## config.mk

```make
export PLATFORM = sky130hd
export DESIGN_NAME = scsf_status
export DESIGN_NICKNAME = d
export VERILOG_FILES = /design/src/design/scsf_status.v
export VERILOG_INCLUDE_DIRS = /design/src /design/src/design
export SDC_FILE = /design/constraint.sdc
export NUM_CORES = 1
export LEC_CHECK = 0
export BUFFER_PORTS_ARGS = -buffer_cell sky130_fd_sc_hd__buf_4
export CAP_MARGIN = 20
export CORE_MARGIN = 2
export CORE_UTILIZATION = 32
export DETAILED_ROUTE_END_ITERATION = 8
export PLACE_DENSITY_LB_ADDON = 0.3
export REMOVE_ABC_BUFFERS = 1
export SLEW_MARGIN = 5
export SYNTH_ARGS = -nofsm -noshare
export SYNTH_HDL_FRONTEND = slang
export SYNTH_SLANG_ARGS = --single-unit
```

## constraint.sdc

```tcl
create_clock -name sys_clk -period 1.55 [get_ports sys_clk]
set_input_delay 0.31 -clock sys_clk [delete_from_list [all_inputs] [get_ports sys_clk]]
set_output_delay 0.31 -clock sys_clk [all_outputs]
set_load 0.01 [all_outputs]
```

## src/design/scsf_defines.vh

```
// Purpose: constants for the smart card serial status flag block
// Assumes: byte-wide register port, one 200 MHz clock
// Notes: offsets are byte indexes on the plain register port
//
// Overview of operation
// - smart card flag meanings apply only while smart card select is 1
// - tx buffer empty resets to 1, set while transmit disabled or on shifter load
// - reading tx buffer empty as 1 then writing 0 clears it and transmit end
// - transfer controller write to tx buffer clears tx buffer empty
// - rx buffer full resets to 0, set on error-free reception moved to buffer
// - reading rx buffer full as 1 then writing 0 clears it
// - transfer controller read of rx buffer clears rx buffer full
// - clearing receive enable leaves rx buffer full unchanged
// - overrun resets to 0, set when reception completes while buffer still full
// - reading overrun as 1 then writing 0 clears it
// - error signal flag resets to 0, set when card error signal sampled low while transmit is enabled
// - reading error signal flag as 1 then writing 0 clears it
// - parity error resets to 0, set on parity mismatch in reception
// - reading parity error as 1 then writing 0 clears it
// - transmit end is read-only, resets to 1, set while transmit disabled and no error
// - after a byte, transmit end sets at interval if no error and buffer empty
// - interval 2.5 etu normal, 1.5 etu block mode, 1.0 etu with guard mode
// - rx multiprocessor bit is read-only, resets to 0, unused in smart card mode
`ifndef SCSF_DEFINES_VH
`define SCSF_DEFINES_VH

`define SCSF_ADDR_W 8
`define SCSF_OFS_STATUS 8'h00
`define SCSF_OFS_CTRL 8'h01

`define SCSF_BIT_TXE 7
`define SCSF_BIT_RXF 6
`define SCSF_BIT_OVR 5
`define SCSF_BIT_ERRSIG 4
`define SCSF_BIT_PAR 3
`define SCSF_BIT_TXEND 2
`define SCSF_BIT_MPRX 1
`define SCSF_BIT_MPTX 0

`define SCSF_CTL_SCSEL 0
`define SCSF_CTL_TXEN 1
`define SCSF_CTL_RXEN 2
`define SCSF_CTL_GUARD 3
`define SCSF_CTL_BLOCK 4
`define SCSF_CTL_MASK 8'h1f

`define SCSF_STATUS_RESET 8'h84
`define SCSF_CTRL_RESET 8'h00

// transmit end delays in etu times ten; the tick counts are the same delays in half etu
`define SCSF_TXEND_ETU10_STD 25
`define SCSF_TXEND_ETU10_BLOCK 15
`define SCSF_TXEND_ETU10_GUARD 10
`define SCSF_HALF_STD 3'h5
`define SCSF_HALF_BLOCK 3'h3
`define SCSF_HALF_GUARD 3'h2

`endif

```

## src/design/scsf_status.v

```verilog
// Purpose: status flags of one serial channel, smart card and normal meanings
// Assumes: engine events are one-cycle pulses on sys_clk; half_etu_tick from the baud divider
// Notes: read-then-write-0 clearing is armed per flag by a status read
//
// Decided for this implementation: the placing of the registers and strobed register access.
`include "scsf_defines.vh"

module scsf_status (
  // clock and reset
  input wire sys_clk,
  input wire rst,
  // register port
  input wire [7:0] reg_addr,
  input wire [7:0] reg_wdata,
  input wire reg_wr,
  input wire reg_rd,
  output reg [7:0] reg_rdata,
  // transmit engine
  input wire tx_load,
  input wire tx_start,
  input wire tx_stop_sent,
  input wire err_sig_low,
  input wire half_etu_tick,
  // receive engine
  input wire rx_done,
  input wire rx_parity_err,
  input wire rx_framing_err,
  input wire rx_mpb_in,
  // transfer controller
  input wire xfer_tx_write,
  input wire xfer_rx_read,
  // flags and control out
  output wire tx_buffer_empty_flag,
  output wire rx_buffer_full_flag,
  output wire overrun_flag,
  output wire error_signal_flag,
  output wire parity_error_flag,
  output wire transmit_end_flag,
  output wire rx_multiproc_bit,
  output wire tx_multiproc_bit,
  output wire smart_card_select,
  output wire transmit_enable,
  output wire receive_enable,
  output wire guard_mode,
  output wire block_mode
);

  // flag registers
  reg txe_r;
  reg txe_nxt;
  reg rxf_r;
  reg rxf_nxt;
  reg ovr_r;
  reg ovr_nxt;
  reg errsig_r;
  reg errsig_nxt;
  reg par_r;
  reg par_nxt;
  reg txend_r;
  reg txend_nxt;
  reg mprx_r;
  reg mprx_nxt;
  reg mptx_r;
  reg mptx_nxt;
  reg [7:0] ctrl_r;
  reg [7:0] ctrl_nxt;
  reg [7:0] arm_r;
  reg [7:0] arm_nxt;
  reg [7:0] rdata_nxt;
  // transmit end interval timer
  reg [2:0] tcnt_r;
  reg [2:0] tcnt_nxt;
  reg trun_r;
  reg trun_nxt;
  reg texp_r;
  reg texp_nxt;

  wire sel_status;
  wire sel_ctrl;
  wire wr_status;
  wire wr_ctrl;
  wire sc_mode;
  wire tx_en;
  wire rx_en;
  wire rx_ok;
  wire [7:0] status_val;
  wire [2:0] end_target;
  wire clr_txe;
  wire clr_rxf;
  wire clr_ovr;
  wire clr_err;
  wire clr_par;

  // a flag clears only if it was read as 1 and 0 is now written
  function clr_ok;
    input armed;
    input wbit;
    input wr_hit;
    begin
      clr_ok = wr_hit & armed & ~wbit;
    end
  endfunction

  // interval in half-etu ticks for the current guard and block settings
  function [2:0] end_half;
    input guard;
    input blk_on;
    begin
      if (guard)
      begin
        end_half = `SCSF_HALF_GUARD;
      end
      else if (blk_on)
      begin
        end_half = `SCSF_HALF_BLOCK;
      end
      else
      begin
        end_half = `SCSF_HALF_STD;
      end
    end
  endfunction

  assign sel_status = (reg_addr == `SCSF_OFS_STATUS);
  assign sel_ctrl = (reg_addr == `SCSF_OFS_CTRL);
  assign wr_status = reg_wr & sel_status;
  assign wr_ctrl = reg_wr & sel_ctrl;
  assign sc_mode = ctrl_r[`SCSF_CTL_SCSEL];
  assign tx_en = ctrl_r[`SCSF_CTL_TXEN];
  assign rx_en = ctrl_r[`SCSF_CTL_RXEN];
  assign rx_ok = rx_done & rx_en;
  assign end_target = end_half(ctrl_r[`SCSF_CTL_GUARD], ctrl_r[`SCSF_CTL_BLOCK]);

  assign status_val = {txe_r, rxf_r, ovr_r, errsig_r, par_r, txend_r, mprx_r, mptx_r};

  // a written 1 never clears
  assign clr_txe = clr_ok(arm_r[`SCSF_BIT_TXE], reg_wdata[`SCSF_BIT_TXE], wr_status);
  assign clr_rxf = clr_ok(arm_r[`SCSF_BIT_RXF], reg_wdata[`SCSF_BIT_RXF], wr_status);
  assign clr_ovr = clr_ok(arm_r[`SCSF_BIT_OVR], reg_wdata[`SCSF_BIT_OVR], wr_status);
  assign clr_err = clr_ok(arm_r[`SCSF_BIT_ERRSIG], reg_wdata[`SCSF_BIT_ERRSIG], wr_status);
  assign clr_par = clr_ok(arm_r[`SCSF_BIT_PAR], reg_wdata[`SCSF_BIT_PAR], wr_status);

  // register port
  always @*
  begin
    ctrl_nxt = ctrl_r;
    rdata_nxt = 8'h00;
    arm_nxt = arm_r;
    if (wr_ctrl)
    begin
      ctrl_nxt = reg_wdata & `SCSF_CTL_MASK;
    end
    // any status write uses up the arming read
    if (wr_status)
    begin
      arm_nxt = 8'h00;
    end
    if (reg_rd)
    begin
      if (sel_status)
      begin
        rdata_nxt = status_val;
        arm_nxt = status_val;
      end
      else if (sel_ctrl)
      begin
        rdata_nxt = ctrl_r;
      end
    end
  end

  // transmit end interval timer, restarted by each transmission start
  always @*
  begin
    tcnt_nxt = tcnt_r;
    trun_nxt = trun_r;
    texp_nxt = 1'b0;
    if (!tx_en)
    begin
      trun_nxt = 1'b0;
    end
    else if (tx_start)
    begin
      trun_nxt = 1'b1;
      tcnt_nxt = end_target;
    end
    else if (trun_r && half_etu_tick)
    begin
      if (tcnt_r == 3'h1)
      begin
        trun_nxt = 1'b0;
        texp_nxt = 1'b1;
      end
      else
      begin
        tcnt_nxt = tcnt_r - 3'h1;
      end
    end
  end

  // flag update; a hardware set always wins over a clear in the same cycle
  always @*
  begin
    txe_nxt = txe_r;
    rxf_nxt = rxf_r;
    ovr_nxt = ovr_r;
    errsig_nxt = errsig_r;
    par_nxt = par_r;
    txend_nxt = txend_r;
    mprx_nxt = mprx_r;
    mptx_nxt = mptx_r;

    // clears
    if (clr_txe || xfer_tx_write)
    begin
      txe_nxt = 1'b0;
      txend_nxt = 1'b0;
    end
    if (clr_rxf || xfer_rx_read)
    begin
      rxf_nxt = 1'b0;
    end
    if (clr_ovr)
    begin
      ovr_nxt = 1'b0;
    end
    if (clr_err)
    begin
      errsig_nxt = 1'b0;
    end
    if (clr_par)
    begin
      par_nxt = 1'b0;
    end
    // the tx multiprocessor bit is plain read/write; smart card software keeps it 0
    if (wr_status)
    begin
      mptx_nxt = reg_wdata[`SCSF_BIT_MPTX];
    end

    // transmit buffer empty sets
    if (!tx_en || tx_load)
    begin
      txe_nxt = 1'b1;
    end

    // receive sets; receive enable low blocks new events but never clears the full flag
    if (rx_ok)
    begin
      if (rxf_r)
      begin
        ovr_nxt = 1'b1;
      end
      else if (rx_parity_err)
      begin
        par_nxt = 1'b1;
      end
      else if (!sc_mode && rx_framing_err)
      begin
        errsig_nxt = 1'b1;
      end
      else
      begin
        rxf_nxt = 1'b1;
        if (!sc_mode)
        begin
          mprx_nxt = rx_mpb_in;
        end
      end
    end

    if (sc_mode)
    begin
      // error signal from the card only counts while transmit is enabled in smart card mode
      if (tx_en && err_sig_low)
      begin
        errsig_nxt = 1'b1;
      end
      if (!tx_en && !errsig_r)
      begin
        txend_nxt = 1'b1;
      end
      else if (texp_r && !errsig_r && txe_nxt)
      begin
        txend_nxt = 1'b1;
      end
      mprx_nxt = mprx_r;
    end
    else
    begin
      // normal meaning: end is reached when the stop bit leaves with no byte waiting
      if (!tx_en || (tx_stop_sent && txe_nxt))
      begin
        txend_nxt = 1'b1;
      end
    end
  end

  always @(posedge sys_clk or posedge rst)
  begin
    if (rst)
    begin
      txe_r <= 1'b1;
      rxf_r <= 1'b0;
      ovr_r <= 1'b0;
      errsig_r <= 1'b0;
      par_r <= 1'b0;
      txend_r <= 1'b1;
      mprx_r <= 1'b0;
      mptx_r <= 1'b0;
      ctrl_r <= `SCSF_CTRL_RESET;
      arm_r <= 8'h00;
      reg_rdata <= 8'h00;
      tcnt_r <= 3'h0;
      trun_r <= 1'b0;
      texp_r <= 1'b0;
    end
    else
    begin
      txe_r <= txe_nxt;
      rxf_r <= rxf_nxt;
      ovr_r <= ovr_nxt;
      errsig_r <= errsig_nxt;
      par_r <= par_nxt;
      txend_r <= txend_nxt;
      mprx_r <= mprx_nxt;
      mptx_r <= mptx_nxt;
      ctrl_r <= ctrl_nxt;
      arm_r <= arm_nxt;
      reg_rdata <= rdata_nxt;
      tcnt_r <= tcnt_nxt;
      trun_r <= trun_nxt;
      texp_r <= texp_nxt;
    end
  end

  assign tx_buffer_empty_flag = txe_r;
  assign rx_buffer_full_flag = rxf_r;
  assign overrun_flag = ovr_r;
  assign error_signal_flag = errsig_r;
  assign parity_error_flag = par_r;
  assign transmit_end_flag = txend_r;
  assign rx_multiproc_bit = mprx_r;
  assign tx_multiproc_bit = mptx_r;
  assign smart_card_select = ctrl_r[`SCSF_CTL_SCSEL];
  assign transmit_enable = ctrl_r[`SCSF_CTL_TXEN];
  assign receive_enable = ctrl_r[`SCSF_CTL_RXEN];
  assign guard_mode = ctrl_r[`SCSF_CTL_GUARD];
  assign block_mode = ctrl_r[`SCSF_CTL_BLOCK];

endmodule // scsf_status

```

---- Word-level counts from Yosys, hierarchy flattened ----
Index checks and enable logic that the tools add are counted.
word-level totals
  word-level logic and storage cells ...... 106
  output and inout bits ................... 21
  bits of input ports ..................... 31
  flip-flop bits (word level) ............. 34
cells by class
  muxes and demuxes ....................... 45
  add/sub/neg operators ................... 1
  bitwise operators ....................... 22
  reduce and logical (&&, ||, !) cells .... 19
  equality and inequality tests ........... 5
operator list
  kind                   number
  $mux W8                5
  $mux W1                34
  $mux W3                5
  $and A1 B1 Y1          13
  $not A1 Y1             9
  $eq A8 B1 Y1 const B   1
  $logic_not A8 Y1       1
  $logic_and A1 B1 Y1    7
  $ne A3 B2 Y1 const B   2
  $mux W5                1
  $reduce_and A5 Y1      1
  $logic_or A1 B1 Y1     4
  $eq A3 B1 Y1 const B   1
  $logic_not A1 Y1       3
  $reduce_and A3 Y1      1
  $sub A3 B1 Y3 const B  1
  $ne A2 B2 Y1 const B   1
  $reduce_and A2 Y1      1
  $reduce_bool A2 Y1     1

---- Longest topological paths before layout ----
Gate-level depths: netlist (run 1).
  word-level depth ........................ 11
  mapped depth ............................ 6
  mapped depth without buffers ............ 6

---- Worst setup path before layout (run 1) ----
Ideal clock, no wire load.
  kind .................................... in2reg
  from .................................... in reg_addr[5]
  to ...................................... reg par_r, in the netlist parity_error_flag
  arrival time ............................ 1370 ps
  path buffers ............................ 0
  required time ........................... 1429 ps
  stages .................................. 4
  setup time .............................. 121 ps
  path slack .............................. 59 ps
  path through ............................ nor4_4 -> nand3_2 -> or3b_1 -> a22o_1
between the ends
  cells in the longest elaborated chain, start to end .. 8
RTL lines
  element                         RTL line           source
  start: declaration              scsf_status.v:13   input wire [7:0] reg_addr,
  $logic_not A8 Y1 (no line) (*)  n/a
  $and A1 B1 Y1 (*)               scsf_status.v:126  assign wr_status = reg_wr & sel_status;
  $and A1 B1 Y1 (*) (2 in a row)  scsf_status.v:100  clr_ok = wr_hit & armed & ~wbit;
  $mux W1 (*)                     scsf_status.v:231  if (clr_par)
  $mux W1                         scsf_status.v:254  else if (rx_parity_err)
  $mux W1                         scsf_status.v:250  if (rxf_r)
  $mux W1 (*)                     scsf_status.v:248  if (rx_ok)
  via par_nxt                     scsf_status.v:58   reg par_nxt;
  end signal: assignment          scsf_status.v:324  par_r <= par_nxt;
  end: declaration                scsf_status.v:57   reg par_r;
The timed path passes the listed nets; every way through them passes the cells marked *.
A chain may end at the register's enable or synchronous reset.

---- Worst setup path in the final report (run 1) ----
  from .................................... reg rxf_r, in the netlist rx_buffer_full_flag
  to ...................................... reg mprx_r, in the netlist rx_multiproc_bit
between the ends
  cells in the longest elaborated chain, start to end .. 2
RTL lines
  element                      RTL line           source
  start: declaration           scsf_status.v:51   reg rxf_r;
  start signal: assignment     scsf_status.v:321  rxf_r <= rxf_nxt;
  $not A1 Y1 (no line)         n/a
  $reduce_and A5 Y1 (no line)  n/a
  end signal: assignment       scsf_status.v:326  mprx_r <= mprx_nxt;
  end: declaration             scsf_status.v:61   reg mprx_r;
No other way between the ends.

==> results of run 1 <==
worst paths after layout:
check / start / to / slack, ns / depth (start not counted)
max in group asynchronous: rst / transmit_end_flag$_DFF_PP1_ / 1.12 / 3
setup / recovery: rx_buffer_full_flag$_DFF_PP0_ / rx_multiproc_bit$_DFFE_PP0P_ / 0.10 / 3
hold / removal: rst / rx_multiproc_bit$_DFFE_PP0P_ / 0.10 / 3
min in group sys_clk: xfer_rx_read / rx_buffer_full_flag$_DFF_PP0_ / 0.23 / 2
setup reg to reg: rx_buffer_full_flag$_DFF_PP0_ / rx_multiproc_bit$_DFFE_PP0P_ / 0.10 / 3
hold reg to reg: arm_r[3]$_DFF_PP0_ / arm_r[3]$_DFF_PP0_ / 0.50 / 1
per-stage QoR:
stage | setup slack [ns] | utilization [%]
after global routing | 0.0189 | 47.8
after CTS | 0.0727 | 47.7
after detailed placement | -0.127 | 45.0
final | 0.104 | 47.8
after global placement | -0.0450 | 45.0
after floorplan | 0.0589 | -
power by group:
group / internal [mW] / switching, mW
clock: 0.520 / 0.302
sequential: 0.851 / 0.0460
combinational: 0.151 / 0.124
area by class of cell:
class,instances,area [um^2],share of cell area [%]
flip-flops and latches,31,778,37.9
multi-input cells,79,587,28.6
repair buffers,63,473,23.1
clock buffers,6,82.6,4.03
well taps,52,65.1,3.17
clock inverters,2,35.0,1.71
inverters,8,30.0,1.46
sequential cells by signal, indices dropped and copies added, names as in the netlist, 3 cells and up:
register,flops
reg_rdata,8
arm_r,5
ctrl_r,5
tcnt_r,3
critical path: cells and delay by family (launching register included):
kind,cells,cell delay [ns]
DFF,1,0.38
muxes,1,0.35
and+or+nand+nor,2,0.60
kinds of logic after synthesis:
family / synth area share, %
muxes: 10.6
buffers and inverters: 3.03
AOI/OAI and AO/OA: 12.5
adders and majority gates: 1.78
and+or+nand+nor: 16.7
DFF: 55.4
per-layer routing:
metal	vias to the layer above	part of all wire [%]	GRT usage [%]
li1	579	-	-
met1	591	42	19.6
met2	52	48	26.3
met3	7	9.3	5.77
met4	0	0.93	6.20
met5	-	0	0
placed cells by master, fill, tap and decap left out:
| cell | n |
|---|---|
| a211o_1 | 1 |
| a21oi_1 | 3 |
| a22o_1 | 8 |
| a22oi_1 | 1 |
| a31oi_1 | 1 |
| and3_2 | 1 |
| buf_4 | 63 |
| bufinv_16 | 1 |
| clkbuf_8 | 6 |
| clkinv_2 | 1 |
| dfrtp_1 | 29 |
| dfstp_2 | 2 |
| ha_1 | 2 |
| inv_1 | 8 |
| mux2_2 | 7 |
| mux2i_1 | 7 |
| nand2_1 | 5 |
| nand2b_1 | 2 |
| nand3_1 | 4 |
| nand3_2 | 1 |
| nor2_1 | 9 |
| nor2_2 | 1 |
| nor2b_1 | 1 |
| nor3_1 | 3 |
| nor3b_1 | 4 |
| nor4_1 | 2 |
| nor4_2 | 1 |
| nor4_4 | 1 |
| nor4b_1 | 1 |
| o211ai_1 | 1 |
| o21ai_0 | 5 |
| o221ai_1 | 1 |
| o2bb2ai_1 | 1 |
| o311ai_0 | 1 |
| o32ai_1 | 1 |
| or3_1 | 1 |
| or3b_1 | 1 |
| or4_1 | 1 |
==> run metrics, run 1 <==
Final Max Tran Viols=0; DRT Pass-1 Iters=6; WHS=approximately 0.1 ns; final hold viol count=0; Synth top cells by count=dfrtp_1 (29), nor2_1 (10), a22o_1 (8), inv_1 (8); Antenna diodes=0; RSZ-0062 raised after global routing=false; placed cells=roughly 230; GRT Overall Usage=between 15 and 20%; CTS Hold Bufs=0; num rows=24; sequential fraction of the synthesis area=a little under three fifths; area grow syn2layout=45.9%; Setup CP Type=flop to flop; first-pass GRT wire length=about 6200 um; WP data arrival=~1.6 ns; Final Non-Filler Cells=about 240; DRT iter0 DRCs=70; Initial Util=between 30% and 40%; final period utilization=93.3%; Leak=slightly below 1 nW; max cap viols=0; H-tree level count=2; clock sink count=31; CTS root buffer=clkbuf_8; Slowest-stage cell, CP=or3_1; CP Max Fanout=2; Avg Inst Size Synth=11.6 um^2; CP peak stage delay=0.41 ns; Final setup viols=0; Remaining Overflow, GRT=0; layout cell share with drive strength beyond 1=between 40 and 50%; final wirelength=3660 um; critical path launch point type=flop; min Tclk post-route=1.45 ns; gpl congestion=0.872; HPWL after DPL=2810 um; ys flop type=dfrtp_1; Port Buffers=between 50 and 60; Mapped Cells=121; Overall Power=between 1.5 and 2 mW; Design Area, Final=0.00205 mm^2; Ports=between 50 and 60; Post-Syn Area=between 0.001 and 0.0015 mm^2; Unique masters post-synth=35; Hold Crit Class=input pin to async pin; Vias=around 1.2k; Fillers=a little over 400; post-synth top area share=51.6%; die area=approximately 0.0049 mm^2; DIE HEIGHT=between 70 and 80 um; vias in the first global route=1303; yosys warns=0; Synth area leader=dfrtp_1; most frequent cell after synthesis=dfrtp_1; CTS tree=built; post-CTS setup buffer count=0; # nets final=221; via/cell ratio=approximately 5; post-place instance area=approximately 0.0019 mm^2; slew margin rel.=about two thirds; top post-synthesis cells by area=dfrtp_1 (52%), mux2_2 (5.6%), a22o_1 (5.0%); antenna violations before repair=0; Clock transition at path regs=roughly 0.070 ns; largest buffer count on any clock path=2; setup TNS=0 ns; clock skew after layout=roughly 0.0056 ns; Setup crit end kind=flop; drt drc=0; die width=between 70 and 80 um; FFs w/ async S/R, synth=between 90% and 100%; CP cell instances=or3_1 -> nor3_1 -> mux2_2; Max Clk Rate=just under 0.7 GHz; largest net degree at the start of global routing=32; core area=approximately 0.0043 mm^2; PwrDens=slightly below 1000 mW/mm^2; post_cts resized=0; Worst Tran Pin Value=0.485 ns; CTS Buf Count=5; WL/cell=about 15 um; Worst VDD drop=between 0.0005 and 0.0006 V; Routed Antenna Nets=0; outcome=complete, no violations; EDFF count, synth=0; worst skew pair latency=between 0.2 and 0.3 ns; post-synthesis register bit count=31; worst path required time=between 1.5 and 2 ns
Power figures use the tool's default switching activity.
==> inputs of run 2 (changes only) <==
==> constraint.sdc (replaced) <==
create_clock -name sys_clk -period 1.8 [get_ports sys_clk]
set_input_delay 0.36 -clock sys_clk [delete_from_list [all_inputs] [get_ports sys_clk]]
set_output_delay 0.36 -clock sys_clk [all_outputs]
set_load 0.01 [all_outputs]
==> run 2 against run 1 <==
  * Clock power down 28%
  * Total power down 20%
  * Critical path depth up 1
  * Global-route usage down 0.94 points
  * Fmax down 4.2%
  * Critical path type unchanged
==> run metrics, run 2 (same netlist as run 1, synthesis figures left out) <==
DIE HEIGHT=about 70 um; WP data arrival=~1.7 ns; WL/cell=about 15 um; setup TNS=0 ns; drt drc=0; CTS Hold Bufs=0; core area=about 0.0043 mm^2; DRT iter0 DRCs=55; Setup crit end kind=flop; Port Buffers=between 50 and 60; num rows=24; worst skew pair latency=about 0.28 ns; Fillers=between 400 and 500; CTS Buf Count=5; area grow syn2layout=40.8%; Slowest-stage cell, CP=dfrtp_1; CTS root buffer=clkbuf_8; antenna violations before repair=0; final period utilization=a little over four fifths; largest net degree at the start of global routing=32; final hold viol count=0; number of flip-flops in the largest register=8; layout cell share with drive strength beyond 1=a little over two fifths; largest reg by FF count=reg_rdata; Worst VDD drop=between 0.0005 and 0.0006 V; Final Max Tran Viols=0; clock sink count=31; via/cell ratio=about 5.2; outcome=complete, no violations; critical path launch point type=flop; worst setup path end=rx_multiproc_bit$_DFFE_PP0P_; cells on worst reg2reg path=4; # nets final=214; Clock transition at path regs=around 0.060 ns; crit path from=ctrl_r[2]$_DFFE_PP0P_; Routed Antenna Nets=0; Hold Crit Class=input pin to async pin; DRT Pass-1 Iters=4; CP peak stage delay=a little under 0.4 ns; post_cts resized=0; min Tclk post-route=about 1.5 ns; final wirelength=about 3600 um; PwrDens=around 810 mW/mm^2; first-pass GRT wire length=5780 um; largest buffer count on any clock path=2; worst flop-to-flop path endpoint=rx_multiproc_bit$_DFFE_PP0P_; CP Max Fanout=4; die area=~0.0049 mm^2; Max Clk Rate=0.663 GHz; RSZ-0062 raised after global routing=false; H-tree level count=2; Antenna diodes=0; HPWL after DPL=about 2700 um; CP cell instances=nand2_1 -> or3_1 -> nor3_1 -> mux2_2; gpl congestion=approximately 0.9; worst r2r src=ctrl_r[2]$_DFFE_PP0P_; vias in the first global route=1229; Ports=52; Vias=between 1k and 1.5k; GRT Overall Usage=about 15%; Regs by FF count=reg_rdata (8), arm_r (5), ctrl_r (5); die width=about 70 um; Setup CP Type=flop to flop; slew margin rel.=67.6%; worst path required time=1.96 ns; Leak=around 0.95 nW; Worst Tran Pin Value=around 0.48 ns; Remaining Overflow, GRT=0; CTS tree=built; commonest non-fill, non-tap cell in the layout=buf_4; WHS=about 0.16 ns; clock skew after layout=approximately 0.0043 ns; Final setup viols=0; commonest cells after routing, fill and taps aside=buf_4 (56), dfrtp_1 (29), nor2_1 (10); Initial Util=about a third; reg2reg setup slack=between 0.2 and 0.3 ns; post-CTS setup buffer count=0; max cap viols=0
run 2: worst min path at each step:
stage	start	end	slack (ns)	cells past startpoint
after detailed placement	rst	tx_multiproc_bit$_DFFE_PP0N_	0.47	3
final	rst	tcnt_r[1]$_DFFE_PP0P_	0.16	3
after CTS	rst	reg_rdata[1]$_DFF_PP0_	0.17	3
after global routing	rst	reg_rdata[0]$_DFF_PP0_	0.18	3
after global placement	rst	tcnt_r[0]$_DFFE_PP0P_	0.47	3
after floorplan	reg_addr[0]	reg_rdata[5]$_DFF_PP0_	0.43	1
run 2: critical path, delay by kind of cell (launching register included):
kind	cells	cell delay (ns)
simple gates	3	0.64
mux	1	0.36
flops	1	0.39
run 2: routing by layer:
layer | vias to the layer above | share of wire (%) | GRT usage [%]
met5 | - | 0 | 0
met4 | 0 | 1.0 | 5.77
met3 | 6 | 8.4 | 6.78
met2 | 47 | 47 | 24.4
met1 | 594 | 43 | 18.0
li1 | 565 | - | -
run 2: layout make-up:
cell class	count	area [um^2]	area share, %
Sequential cell	31	778	39.3
Multi-Input combinational cell	79	584	29.5
Timing Repair Buffer	56	420	21.3
Clock buffer	8	100	5.06
Tap cell	52	65.1	3.29
Inverter	8	30.0	1.52
run 2: power breakdown:
group,internal (mW),switching (mW)
combinational,0.127,0.105
sequential,0.733,0.0391
clock,0.348,0.246
total,1.21,0.389
run 2: metrics by stage:
step                      util (%)  total power [mW]  cell area [um^2]  worst slack, ns  std cells
after CTS                     46.1              1.62              1980            0.272        234
after global routing          46.1              1.69              1980            0.200        234
after detailed placement      43.7              1.02              1880           0.0945        226
after floorplan                  -             0.882              1390            0.259        118
after global placement        43.7              1.01              1880            0.131        226
final                         46.1              1.60              1980            0.292        234
==> inputs of run 3 (changes only) <==
--- a/config.mk
+++ b/config.mk
@@ -6,6 +6,7 @@
 export SDC_FILE = /design/constraint.sdc
 export NUM_CORES = 1
 export LEC_CHECK = 0
+export ABC_AREA = 1
 export BUFFER_PORTS_ARGS = -buffer_cell sky130_fd_sc_hd__buf_4
 export CAP_MARGIN = 20
 export CORE_MARGIN = 2
==> constraint.sdc (replaced) <==
create_clock -name sys_clk -period 1.3 [get_ports sys_clk]
set_input_delay 0.26 -clock sys_clk [delete_from_list [all_inputs] [get_ports sys_clk]]
set_output_delay 0.26 -clock sys_clk [all_outputs]
set_load 0.01 [all_outputs]
==> run 3 against run 2 <==
  * Clock power up 20%
  * Synthesized cell count increased by 28%
  * Register-to-register slack got worse by 0.20 ns
  * Non-clock buffer count is 8 higher
  * Global-route usage fell by 0.33 points
==> run metrics, run 3 <==
CTS tree=built; first-pass GRT wire length=about 5800 um; post-CTS setup buffer count=0; Design Area, Final=0.00205 mm^2; sequential fraction of the synthesis area=about 55%; min Tclk post-route=roughly 1.2 ns; CP Depth=2; Regs by FF count=reg_rdata (8), arm_r (5), ctrl_r (5); clock sink count=31; via/cell ratio=4.58; Remaining Overflow, GRT=0; Clock transition at path regs=0.06 ns; Synth area leader=dfrtp_1; Worst Tran Pin Value=approximately 0.32 ns; Mapped Cells=about 160; CP peak stage delay=0.39 ns; # nets final=258; Max Clk Rate=approximately 0.8 GHz; setup TNS=0 ns; FF/Latch Area=778 um^2; GRT Overall Usage=between 10% and 20%; top post-synthesis cells by area=dfrtp_1 (51%), nand2_1 (6.3%), inv_1 (5.8%); hold path depth=2; Initial Util=approximately a third; num rows=24; final wirelength=between 3000 and 4000 um; die area=around 0.005 mm^2; drt drc=0; combinational power share=~17%; WHS=0.162 ns; worst skew pair latency=0.28 ns; gpl congestion=0.848; Synth top cells by count=dfrtp_1 (29), nand2_1 (24), inv_1 (22); complex-gate fraction of the synthesized area=between 10% and 20%; Overall Power=between 2 and 2.5 mW; Unique masters post-synth=24; Ports=52; DRT Pass-1 Iters=4; Clk pwr share=around 33%; Fillers=440; Hold Crit Class=input pin to flop; multiplexer share of the synthesized area=about 1.1%; most frequent cell after synthesis=dfrtp_1; Hold Startpoint=xfer_rx_read; worst r2r src=tcnt_r[0]$_DFFE_PP0P_; commonest cells after routing, fill and taps aside=buf_4 (63), dfrtp_1 (29), nand2_1 (24); CP cell instances=buf_4 -> buf_4; H-tree level count=2; max cap viols=0; Post-Synth Adder-Cell Area=1.76%; largest net degree at the start of global routing=17; final period utilization=94.2%; sequential share of power=between 50% and 60%; reg2reg setup slack=about 0.090 ns; largest reg by FF count=reg_rdata; PwrDens=about 1100 mW/mm^2; CP top delay family=flip-flops; DRT iter0 DRCs=58; Synth Area in Simple Gates=21.9%; ys flop type=dfrtp_1; Setup CP Type=flop to output port; clock skew after layout=~0.0025 ns; number of flip-flops in the largest register=8; placed cells=approximately 270; Avg Inst Size Synth=9.15 um^2; Port Buffers=between 50 and 60; commonest non-fill, non-tap cell in the layout=buf_4; final hold viol count=0; CTS Buf Count=5; CP Max Fanout=4; CTS root buffer=clkbuf_8; slew margin rel.=roughly 80%; vias in the first global route=1266; Internal=~1.6 mW; xor/xnor share of the synthesized area=0%; Hold Path Sink=rx_buffer_full_flag$_DFF_PP0_; Post-Syn Area=0.00142 mm^2; cells on worst reg2reg path=7; HPWL after DPL=about 2700 um; largest family of logic cells by synthesized area=simple AND/OR/NAND/NOR gates; Worst Path Buf+Inv=2; post-synthesis register bit count=31; Final Non-Filler Cells=278; Leak=1.06 nW; EDFF count, synth=0; WP data arrival=0.97 ns; DIE HEIGHT=70.6 um; post-place instance area=a little under 0.002 mm^2; FFs w/ async S/R, synth=100%; worst flop-to-flop path endpoint=tcnt_r[0]$_DFFE_PP0P_; multi-input logic area=~550 um^2; critical path's most frequent cell=buf_4; switching power=approximately 570 uW; Routed Antenna Nets=0; Worst VDD drop=around 0.00042 V; Slowest-stage cell, CP=dfrtp_1; core area=0.00432 mm^2; WL/cell=~12 um; worst path required time=around 1.0 ns; critical path launch point type=flop; Vias=about 1.3k; Final setup viols=0; Antenna diodes=0; antenna violations before repair=0; yosys warns=0; area grow syn2layout=44.2%; largest buffer count on any clock path=2; layout cell share with drive strength beyond 1=between 30% and 40%; Final Max Tran Viols=0; outcome=complete, no violations; Setup crit end kind=output port; post-synth top area share=approximately half; Sw Share=a little over a quarter; die width=70.6 um
run 3: cells by family after synthesis:
group                      Yosys count
AOI/OAI and AO/OA                   32
adders and majority gates            2
DFF                                 31
buffers and inverters               25
muxes                                1
and+or+nand+nor                     64
run 3: routing by layer:
| metal | vias to the layer above | wire [um] | GRT usage, % |
|---|---|---|---|
| met2 | 34 | 1590 | 24.2 |
| met4 | 0 | 61 | 5.66 |
| li1 | 646 | - | - |
| met1 | 585 | 1550 | 19.1 |
| met5 | - | 0 | 0 |
| met3 | 7 | 189 | 4.27 |
run 3: cell type report:
class / instances / share of cell area, %
sequential: 31 / 38.0
multi-input combinational: 99 / 26.8
timing repair buffer: 64 / 23.6
inverter: 24 / 4.40
clock buffer: 7 / 3.73
tap: 52 / 3.18
clock inverter: 1 / 0.245
run 3: through the flow:
step                      worst slack, ns  util, %
after floorplan                    0.0237        -
after global placement            -0.0657     45.0
after detailed placement           -0.105     45.0
after CTS                          0.0122     47.1
after global routing             -0.00247     47.3
final                              0.0748     47.3
run 3: power by group through the flow:
stage	registers, mW	logic [mW]	clock network [mW]
CTS	1.10	0.370	0.728
floorplan	1.12	0.152	0
global placement	1.11	0.364	0
finish	1.10	0.368	0.710
global route	1.11	0.418	0.779
detailed placement	1.11	0.366	0
run 3: how the worst max path moves through the flow:
| stage | startpoint | to | slack [ns] |
|---|---|---|---|
| finish | ctrl_r[2]$_DFFE_PP0P_ | receive_enable | 0.07 |
| global route | tcnt_r[0]$_DFFE_PP0P_ | tcnt_r[0]$_DFFE_PP0P_ | -0.002 |
| CTS | tcnt_r[0]$_DFFE_PP0P_ | tcnt_r[0]$_DFFE_PP0P_ | 0.01 |
| detailed placement | reg_addr[3] | arm_r[4]$_DFF_PP0_ | -0.10 |
| global placement | reg_addr[3] | arm_r[4]$_DFF_PP0_ | -0.07 |
| floorplan | tcnt_r[0]$_DFFE_PP0P_ | tcnt_r[2]$_DFFE_PP0P_ | 0.02 |
run 3: what timing repair did:
action,4_1_cts,5_1_grt
setup endpoints to repair,0,5
endpoints found under the hold margin,2,0
gates resized for setup,0,5
hold buffers,1,0
